**config.mk**
```make
export PLATFORM = sky130hd
export DESIGN_NAME = ssrg_top
export DESIGN_NICKNAME = d
export VERILOG_FILES = /design/src/verilog/ssrg_pkg.sv /design/src/verilog/ssrg_low_timer.sv /design/src/verilog/ssrg_top.sv
export VERILOG_INCLUDE_DIRS = /design/src /design/src/verilog
export SDC_FILE = /design/constraint.sdc
export NUM_CORES = 1
export LEC_CHECK = 0
export BUFFER_PORTS_ARGS = -buffer_cell sky130_fd_sc_hd__buf_2
export CAP_MARGIN = 10
export CORE_MARGIN = 4
export CORE_UTILIZATION = 35
export CTS_CLUSTER_DIAMETER = 60
export DETAILED_ROUTE_END_ITERATION = 6
export GPL_TIMING_DRIVEN = 0
export PLACE_DENSITY = 0.54
export SLEW_MARGIN = 20
export SYNTH_ARGS = -nofsm -noshare
export SYNTH_HDL_FRONTEND = slang
export SYNTH_SLANG_ARGS = --single-unit
```
**constraint.sdc**
```tcl
create_clock -name mclk -period 9 [get_ports mclk]
set_clock_uncertainty 0.05 [all_clocks]
set_input_delay 0.45 -clock mclk [delete_from_list [all_inputs] [get_ports mclk]]
set_output_delay 0.45 -clock mclk [all_outputs]
set_load 0.005 [all_outputs]
```
**src/verilog/ssrg_consts.svh**
```systemverilog
// Purpose: Constants of the sync request generator
// Assumes: One mclk cycle is one octet time on the link
// Notes: Definitions only
//
// Notes on behaviour
// - Read-only byte shows empty flag per lane
// - Multiframe mask bit gates lane 0 multiframe loss
// - Mask clear: no sync low on multiframe loss
// - Frame mask bit gates lane 0 frame loss
// - Error low: half PCLK plus four octets/step
// - Request low: 5 frames+9 octets, +4/step
// - Read-only byte reports multiframe period in PCLK
`ifndef SSRG_CONSTS_SVH
`define SSRG_CONSTS_SVH

// Register offsets
`define SSRG_ADDR_FIFO_EMPTY 12'h30d
`define SSRG_ADDR_LOSS_MASK 12'h311
`define SSRG_ADDR_LOW_DUR 12'h312
`define SSRG_ADDR_MF_PERIOD 12'h313
`define SSRG_ADDR_IRQ_STATUS 12'h320
`define SSRG_ADDR_IRQ_MASK 12'h321
`define SSRG_ADDR_FRAME_OCT 12'h322

// Reset values
`define SSRG_RST_BYTE 8'h00
`define SSRG_RST_MASK 3'h0
`define SSRG_RST_EV 4'h0
`define SSRG_RST_CNT 12'h000
`define SSRG_RST_CYC 10'h000

// Field positions
`define SSRG_BIT_MF_MASK 2
`define SSRG_BIT_F_MASK 0
`define SSRG_EV_FLOSS 0
`define SSRG_EV_MFLOSS 1
`define SSRG_EV_REQ 2
`define SSRG_EV_ERR 3

// Timing counts in octets
`define SSRG_REQ_FRAMES 12'h005
`define SSRG_REQ_EXTRA 12'h009
`define SSRG_ERR_BASE 12'h002
`define SSRG_OCT_PER_PCLK 12'h004
`define SSRG_ONE 12'h001
`define SSRG_CYC_SAT 10'h3ff
`define SSRG_CYC_ONE 10'h001

`endif

```
**src/verilog/ssrg_pkg.sv**
```systemverilog
// Purpose: Types of the sync request generator
// Assumes: Nothing
// Notes: Constants live in ssrg_consts.svh
package ssrg_pkg;

  typedef enum logic [1:0] {
    SSRG_IDLE = 2'b00,
    SSRG_REQ_LOW = 2'b01,
    SSRG_ERR_LOW = 2'b10
  } ssrg_state_t;

  typedef struct packed {
    logic mf_mask;
    logic spare;
    logic f_mask;
  } ssrg_mask_t;

  typedef struct packed {
    logic [3:0] err_dur;
    logic [3:0] req_dur;
  } ssrg_dur_t;

  typedef struct packed {
    logic frame_loss;
    logic mframe_loss;
    logic sync_req;
    logic err_rpt;
    logic lmfc_edge;
  } ssrg_lane0_t;

endpackage

```
**src/verilog/ssrg_low_timer.sv**
```systemverilog
// Purpose: Down counter timing the low phase of the sync output
// Assumes: load has priority over counting
// Notes: Count stops at zero
`timescale 1ns/1ns
`include "ssrg_consts.svh"
module ssrg_low_timer
  import ssrg_pkg::*;
(
  // Clock and reset
  input wire logic mclk,
  input wire logic resetn,
  // Control
  input wire logic load,
  input wire logic [11:0] load_val,
  // Status
  output logic [11:0] count
);

  logic [11:0] count_reg;
  logic [11:0] count_next;

  always_comb begin
    if (load) begin
      count_next = load_val;
    end else if (count_reg != `SSRG_RST_CNT) begin
      count_next = count_reg - `SSRG_ONE;
    end else begin
      count_next = count_reg;
    end
  end

  always_ff @(posedge mclk or negedge resetn) begin
    if (!resetn) begin
      count_reg <= `SSRG_RST_CNT;
    end else begin
      count_reg <= count_next;
    end
  end

  assign count = count_reg;

endmodule

```
**src/verilog/ssrg_top.sv**
```systemverilog
// Purpose: Sync request generation and lane status registers
// Assumes: Lane 0 loss events and error reports arrive as pulses
// Notes: sync_request_output_n is active low
//
// Added by the designer: the address-and-strobe port.
`timescale 1ns/1ns
`include "ssrg_consts.svh"
module ssrg_top
  import ssrg_pkg::*;
(
  // Clock and reset
  input wire logic mclk,
  input wire logic resetn,
  // Register port
  input wire logic [11:0] reg_addr,
  input wire logic [7:0] reg_wdata,
  input wire logic reg_wr,
  input wire logic reg_rd,
  output logic [7:0] reg_rdata,
  // Lane status and lane 0 events
  input wire logic [7:0] lane_fifo_empty,
  input wire ssrg_lane0_t lane0_ev,
  // Link and interrupt
  output logic sync_request_output_n,
  output logic irq
);

  ////////////////////////////////////////////////////////////////////////
  // Registers

  ssrg_mask_t mask_reg;
  ssrg_mask_t mask_next;
  ssrg_dur_t dur_reg;
  ssrg_dur_t dur_next;
  logic [7:0] frame_oct_reg;
  logic [7:0] frame_oct_next;
  logic [3:0] ev_reg;
  logic [3:0] ev_next;
  logic [3:0] ev_mask_reg;
  logic [3:0] ev_mask_next;
  logic [7:0] rdata_reg;
  logic [7:0] rdata_next;
  logic irq_reg;
  logic irq_next;
  logic [3:0] ev_set;

  always_comb begin
    mask_next = mask_reg;
    dur_next = dur_reg;
    frame_oct_next = frame_oct_reg;
    ev_mask_next = ev_mask_reg;
    ev_next = ev_reg;
    if (reg_wr) begin
      unique case (reg_addr)
        `SSRG_ADDR_LOSS_MASK: begin
          mask_next = reg_wdata[2:0];
        end
        `SSRG_ADDR_LOW_DUR: begin
          dur_next = reg_wdata;
        end
        `SSRG_ADDR_FRAME_OCT: begin
          frame_oct_next = reg_wdata;
        end
        `SSRG_ADDR_IRQ_MASK: begin
          ev_mask_next = reg_wdata[3:0];
        end
        `SSRG_ADDR_IRQ_STATUS: begin
          ev_next = ev_reg & ~reg_wdata[3:0];
        end
        default: begin
          ev_next = ev_reg;
        end
      endcase
    end
    ev_next = ev_next | ev_set;
    irq_next = |(ev_next & ev_mask_next);
  end

  ////////////////////////////////////////////////////////////////////////
  // Read port

  logic [7:0] period_reg;

  always_comb begin
    rdata_next = `SSRG_RST_BYTE;
    if (reg_rd) begin
      unique case (reg_addr)
        `SSRG_ADDR_FIFO_EMPTY: rdata_next = lane_fifo_empty;
        `SSRG_ADDR_LOSS_MASK: rdata_next = {5'h00, mask_reg};
        `SSRG_ADDR_LOW_DUR: rdata_next = dur_reg;
        `SSRG_ADDR_MF_PERIOD: rdata_next = period_reg;
        `SSRG_ADDR_IRQ_STATUS: rdata_next = {4'h0, ev_reg};
        `SSRG_ADDR_IRQ_MASK: rdata_next = {4'h0, ev_mask_reg};
        `SSRG_ADDR_FRAME_OCT: rdata_next = frame_oct_reg;
        default: rdata_next = `SSRG_RST_BYTE;
      endcase
    end
  end

  always_ff @(posedge mclk or negedge resetn) begin
    if (!resetn) begin
      mask_reg <= `SSRG_RST_MASK;
      dur_reg <= `SSRG_RST_BYTE;
      frame_oct_reg <= `SSRG_RST_BYTE;
      ev_reg <= `SSRG_RST_EV;
      ev_mask_reg <= `SSRG_RST_EV;
      rdata_reg <= `SSRG_RST_BYTE;
      irq_reg <= 1'b0;
    end else begin
      mask_reg <= mask_next;
      dur_reg <= dur_next;
      frame_oct_reg <= frame_oct_next;
      ev_reg <= ev_next;
      ev_mask_reg <= ev_mask_next;
      rdata_reg <= rdata_next;
      irq_reg <= irq_next;
    end
  end

  ////////////////////////////////////////////////////////////////////////
  // Sync output state machine

  ssrg_state_t state_reg;
  ssrg_state_t state_next;
  logic sync_n_reg;
  logic sync_n_next;
  logic req_trig;
  logic f_trig;
  logic mf_trig;
  logic load;
  logic [11:0] load_val;
  logic [11:0] count;
  logic [11:0] frame_len;
  logic [11:0] req_len;
  logic [11:0] err_len;

  assign f_trig = lane0_ev.frame_loss & mask_reg.f_mask;
  assign mf_trig = lane0_ev.mframe_loss & mask_reg.mf_mask;
  assign req_trig = f_trig | mf_trig | lane0_ev.sync_req;
  assign frame_len = {4'h0, frame_oct_reg} + `SSRG_ONE;
  assign req_len = frame_len * `SSRG_REQ_FRAMES + `SSRG_REQ_EXTRA
    + {8'h00, dur_reg.req_dur} * `SSRG_OCT_PER_PCLK;
  assign err_len = `SSRG_ERR_BASE
    + {8'h00, dur_reg.err_dur} * `SSRG_OCT_PER_PCLK;

  always_comb begin
    state_next = state_reg;
    load = 1'b0;
    load_val = req_len;
    unique case (state_reg)
      SSRG_IDLE: begin
        if (req_trig) begin
          state_next = SSRG_REQ_LOW;
          load = 1'b1;
        end else if (lane0_ev.err_rpt) begin
          state_next = SSRG_ERR_LOW;
          load = 1'b1;
          load_val = err_len;
        end
      end
      SSRG_REQ_LOW: begin
        if (count == `SSRG_ONE) begin
          state_next = SSRG_IDLE;
        end
      end
      SSRG_ERR_LOW: begin
        if (req_trig) begin
          state_next = SSRG_REQ_LOW;
          load = 1'b1;
        end else if (count == `SSRG_ONE) begin
          state_next = SSRG_IDLE;
        end
      end
      default: begin
        state_next = SSRG_IDLE;
      end
    endcase
    sync_n_next = (state_next == SSRG_IDLE);
  end

  assign ev_set = {
    load & (state_next == SSRG_ERR_LOW),
    load & (state_next == SSRG_REQ_LOW),
    lane0_ev.mframe_loss,
    lane0_ev.frame_loss
  };

  always_ff @(posedge mclk or negedge resetn) begin
    if (!resetn) begin
      state_reg <= SSRG_IDLE;
      sync_n_reg <= 1'b1;
    end else begin
      state_reg <= state_next;
      sync_n_reg <= sync_n_next;
    end
  end

  ssrg_low_timer u_timer (
    .mclk(mclk),
    .resetn(resetn),
    .load(load),
    .load_val(load_val),
    .count(count)
  );

  ////////////////////////////////////////////////////////////////////////
  // Multiframe clock period measure

  logic [9:0] cyc_reg;
  logic [9:0] cyc_next;
  logic [9:0] cyc_inc;
  logic [7:0] period_next;

  always_comb begin
    cyc_inc = (cyc_reg == `SSRG_CYC_SAT) ? cyc_reg : cyc_reg + `SSRG_CYC_ONE;
    cyc_next = cyc_inc;
    period_next = period_reg;
    if (lane0_ev.lmfc_edge) begin
      cyc_next = `SSRG_RST_CYC;
      period_next = cyc_inc[9:2];
    end
  end

  always_ff @(posedge mclk or negedge resetn) begin
    if (!resetn) begin
      cyc_reg <= `SSRG_RST_CYC;
      period_reg <= `SSRG_RST_BYTE;
    end else begin
      cyc_reg <= cyc_next;
      period_reg <= period_next;
    end
  end

  assign reg_rdata = rdata_reg;
  assign sync_request_output_n = sync_n_reg;
  assign irq = irq_reg;

  ////////////////////////////////////////////////////////////////////////
  // Checks

  logic [11:0] low_run_reg;
  logic [11:0] len_hold_reg;

  always_ff @(posedge mclk or negedge resetn) begin
    if (!resetn) begin
      low_run_reg <= `SSRG_RST_CNT;
      len_hold_reg <= `SSRG_RST_CNT;
    end else begin
      low_run_reg <= sync_n_reg ? `SSRG_RST_CNT : low_run_reg + `SSRG_ONE;
      if (load) begin
        len_hold_reg <= load_val
          + (sync_n_reg ? `SSRG_RST_CNT : low_run_reg + `SSRG_ONE);
      end
    end
  end
endmodule

```
==> flow_metrics.py <==
metrics = {
    "power": {
        "clkPwrFrac": 0.416,
        "switching_share": 0.303,
        "pwr-share-seq": 0.395,
        "vdd_drop_max_uv": 104,
        "p_int_uw": 666,
        "power_density_mw_per_mm2": 190,
        "p_switching_uw": 290,
        "p_comb_frac": 0.188,
        "leakage_uw": 0.00236,
        "finalPower_uw": 956,
    },
    "placement": {
        "hpwl_mm": 7.89,
        "dp_cells": 604,
        "placed_cell_area_mm2": 0.00469,
        "port_buffers": 44,
        "place_ws_ns": 5.14,
        "gp_congestion": 0.818,
    },
    "floorplanning": {
        "fp.dieArea_mm2": 0.0140,
        "rows": 40,
        "core_area_mm2": 0.0120,
        "start_util": 0.356,
        "die_y_um": 118,
        "io_pins": 47,
        "die_w_um": 118,
    },
    "logic_synthesis": {
        "synthXorXnorAreaFrac": 0.0535,
        "ys_seq_area_frac": 0.406,
        "synth_area_leaders": "dfrtp_1 40%, ha_1 9.1%, mux2_2 6.9%, nor2_1 3.8%, xnor2_1 3.1%",
        "synth_top_area_frac": 0.400,
        "synth_mux_area_frac": 0.0887,
        "avgSynthCellArea_um2": 10.3,
        "synth_top_cell_by_area": "dfrtp_1",
        "synth-compound-area-share": 0.126,
        "ys_ff_latch": 69,
        "syn-cell-area_mm2": 0.00426,
        "synthesis.nets": 484,
        "synth_ff_type": "dfrtp_1",
        "synth_edf_count": 0,
        "synth.distinct_cells": 64,
        "synth_warnings": 0,
        "async_flop_share": 1.00,
        "synth-simple-area-share": 0.189,
        "synth_top_family_by_area": "simple AND/OR/NAND/NOR gates",
        "synthesis.instances": 412,
        "synthAdderAreaFrac": 0.110,
    },
    "setup_path": {
        "cp-start-kind": "flop",
        "path_cells": "clkbuf_1 > and3_1 > nand3_1 > xnor2_1 > ha_1 > fa_1 > ha_1 > ha_1 > o21ai_0 > o2bb2ai_1 > o21ai_0 > xnor2_1 > o22ai_1",
        "required_ns": 9.15,
        "timing.critical_path.slowest_cell_delay_ns": 0.46,
        "path_class": "reg -> reg",
        "crit_path_end_kind": "flop",
        "worstPathArrival_ns": 3.99,
        "slowest_stage": "fa_1",
        "worst_path_most_repeated_cell": "ha_1",
        "crit_path_max_fanout": 8,
    },
    "finish": {
        "n_antenna_cell": 0,
        "syn_to_final_growth_pct": 18.3,
        "fin_cells": 621,
        "design_area_mm2": 0.00504,
        "fillers": 1137,
        "nets": 541,
        "largest_reg_flops": 12,
        "drive_gt1_frac": 0.238,
    },
    "grt": {
        "antenna_found_initial": 0,
        "grt_first_pass_wirelength_mm": 17.2,
        "grt-ovfl-total": 0,
        "track_usage": 0.152,
        "first_global_vias": 3361,
        "grt_max_degree": 56,
    },
    "detailed_routing": {
        "drcViolationCount": 0,
        "wl_met3_um": 463,
        "route.vias.total": 3315,
        "dr.pass1.iters": 6,
        "postRouteAntennaNets": 0,
        "m1WireLength_mm": 5.02,
        "drt_iter0_drc": 213,
        "maxUsedRoutingLayer": "met4",
        "wl_met2_mm": 4.59,
        "wire_per_inst_um": 16.4,
        "vias_per_cell": 5.34,
        "wl_mm": 10.2,
    },
    "sta": {
        "setup_viol": 0,
        "relSlewSlack": 0.495,
        "fmax_mhz": 260,
        "finalCritPeriodShare": 0.427,
        "slew_violations": 0,
        "hold_viol": 0,
        "worst_slew_pin_slew_ns": 0.756,
        "rsz0062_at_grt": "false",
        "worst_slack_ns": 5.16,
        "setup_tns_ns": 0,
        "period_minus_slack_ns": 3.84,
    },
    "clock_tree": {
        "htreeDepth": 3,
        "ctsResizeCount": 0,
        "post_cts_buffers": 0,
        "cts_buffers": 9,
        "cts_tree": "done",
        "clock_latency_ns": 0.34,
        "clock-sinks": 69,
        "clk_pin_slew_ns": 0.06,
        "cts_root_buffer": "clkbuf_16",
        "clk_path_buf_depth": 2,
    },
    "run_status": {
        "status": "finished, final reports clean",
    },
    "hold_path": {
        "holdCritPathClass": "in -> reg",
    },
    "flow_run": {
        "drv_cap": 0,
    },
}
[routing by layer]
| layer | GRT usage | up-vias |
|---|---|---|
| met2 | 0.227 | 78 |
| met1 | 0.220 | 1597 |
| li1 | - | 1629 |
| met5 | 0 | - |
| met3 | 0.0325 | 11 |
| met4 | 0.0447 | 0 |
[synth_stat cells (8+ instances only)]
library cell / number
a21oi_1: 20
ha_1: 31
nor2_1: 43
dfrtp_1: 68
nand3_1: 9
inv_1: 19
nand2_1: 30
o21ai_0: 8
xnor2_1: 15
or2_2: 8
xor2_1: 11
a22oi_1: 8
mux2_2: 26
nor3_1: 11
[timing repair]
item                                    in CTS  in global routing
endpoints found under the setup margin       0                  0
hold buffers                                 1                  0
hold endpoints to repair                    13                  0
[critical path, delay by kind of cell (launching register included)]
kind | cells | cell delay [ns]
adder cells (fa/ha/maj) | 4 | 1.39
AND/OR/NAND/NOR | 2 | 0.34
flip-flops | 1 | 0.35
XOR/XNOR | 2 | 0.45
buffers and inverters | 1 | 0.37
AO/OA/AOI/OAI | 4 | 0.76
[final timing paths]
kind / from / end / slack (ns) / cells past startpoint
setup reg to reg: frame_oct_reg[0] / u_timer.count[9] / 5.16 / 13
setup / recovery: frame_oct_reg[0] / u_timer.count[9] / 5.16 / 13
min in group asynchronous: resetn / state_reg[0] / 0.48 / 2
hold / removal: reg_wdata[7] / frame_oct_reg[7] / 0.32 / 2
hold reg to reg: ev_reg[2] / ev_reg[2] / 0.46 / 1
max in group asynchronous: resetn / reg_rdata[1] / 7.89 / 3
[through the flow]
step,hold slack [ns],util
after floorplan,0.104,-
after global placement,0.437,0.390
after detailed placement,0.289,0.392
after CTS,0.306,0.421
after global routing,0.313,0.421
final,0.317,0.421
[power groups by stage]
stage / clock network [µW] / logic, µW / registers (µW)
after detailed placement: 0 / 179 / 382
final: 398 / 180 / 378
after global routing: 422 / 204 / 381
after floorplan: 0 / 126 / 374
after CTS: 408 / 181 / 377
after global placement: 0 / 175 / 383
[final cells by class]
class	instances	area, µm²	area share
Buffer	10	46.3	0.00919
Clock buffer	9	225	0.0447
Clock inverter	7	106	0.0211
Inverter	19	71.3	0.0142
Multi-Input combinational cell	314	2420	0.480
Sequential cell	69	1730	0.343
Tap cell	147	184	0.0365
Timing Repair Buffer	46	260	0.0516
[cells by family (layout without fill, tap and decap cells)]
logic type,Yosys count,in the layout
compound gates,78,78
xor+xnor,26,26
fa+ha+maj,35,35
buf+inv,29,91
flops,69,69
mux,34,34
simple gates,141,141
[cell usage in the layout, fill, tap and decap left out, types with 3 or more instances in the layout]
master / n
dfrtp_1: 68
buf_2: 44
nor2_1: 43
ha_1: 31
nand2_1: 30
mux2_2: 26
a21oi_1: 20
inv_1: 19
xnor2_1: 15
xor2_1: 11
nor3_1: 11
nand3_1: 9
clkbuf_16: 9
or2_2: 8
a22oi_1: 8
o21ai_0: 8
clkbuf_1: 7
mux2i_1: 7
nand4_1: 6
o22ai_1: 6
a31oi_1: 5
a222oi_1: 4
fa_1: 4
nor3b_1: 3
nand2b_1: 3
a211oi_1: 3
a21boi_0: 3
o21a_1: 3
o32a_1: 3
No activity file was read; power rests on OpenSTA's default activity.
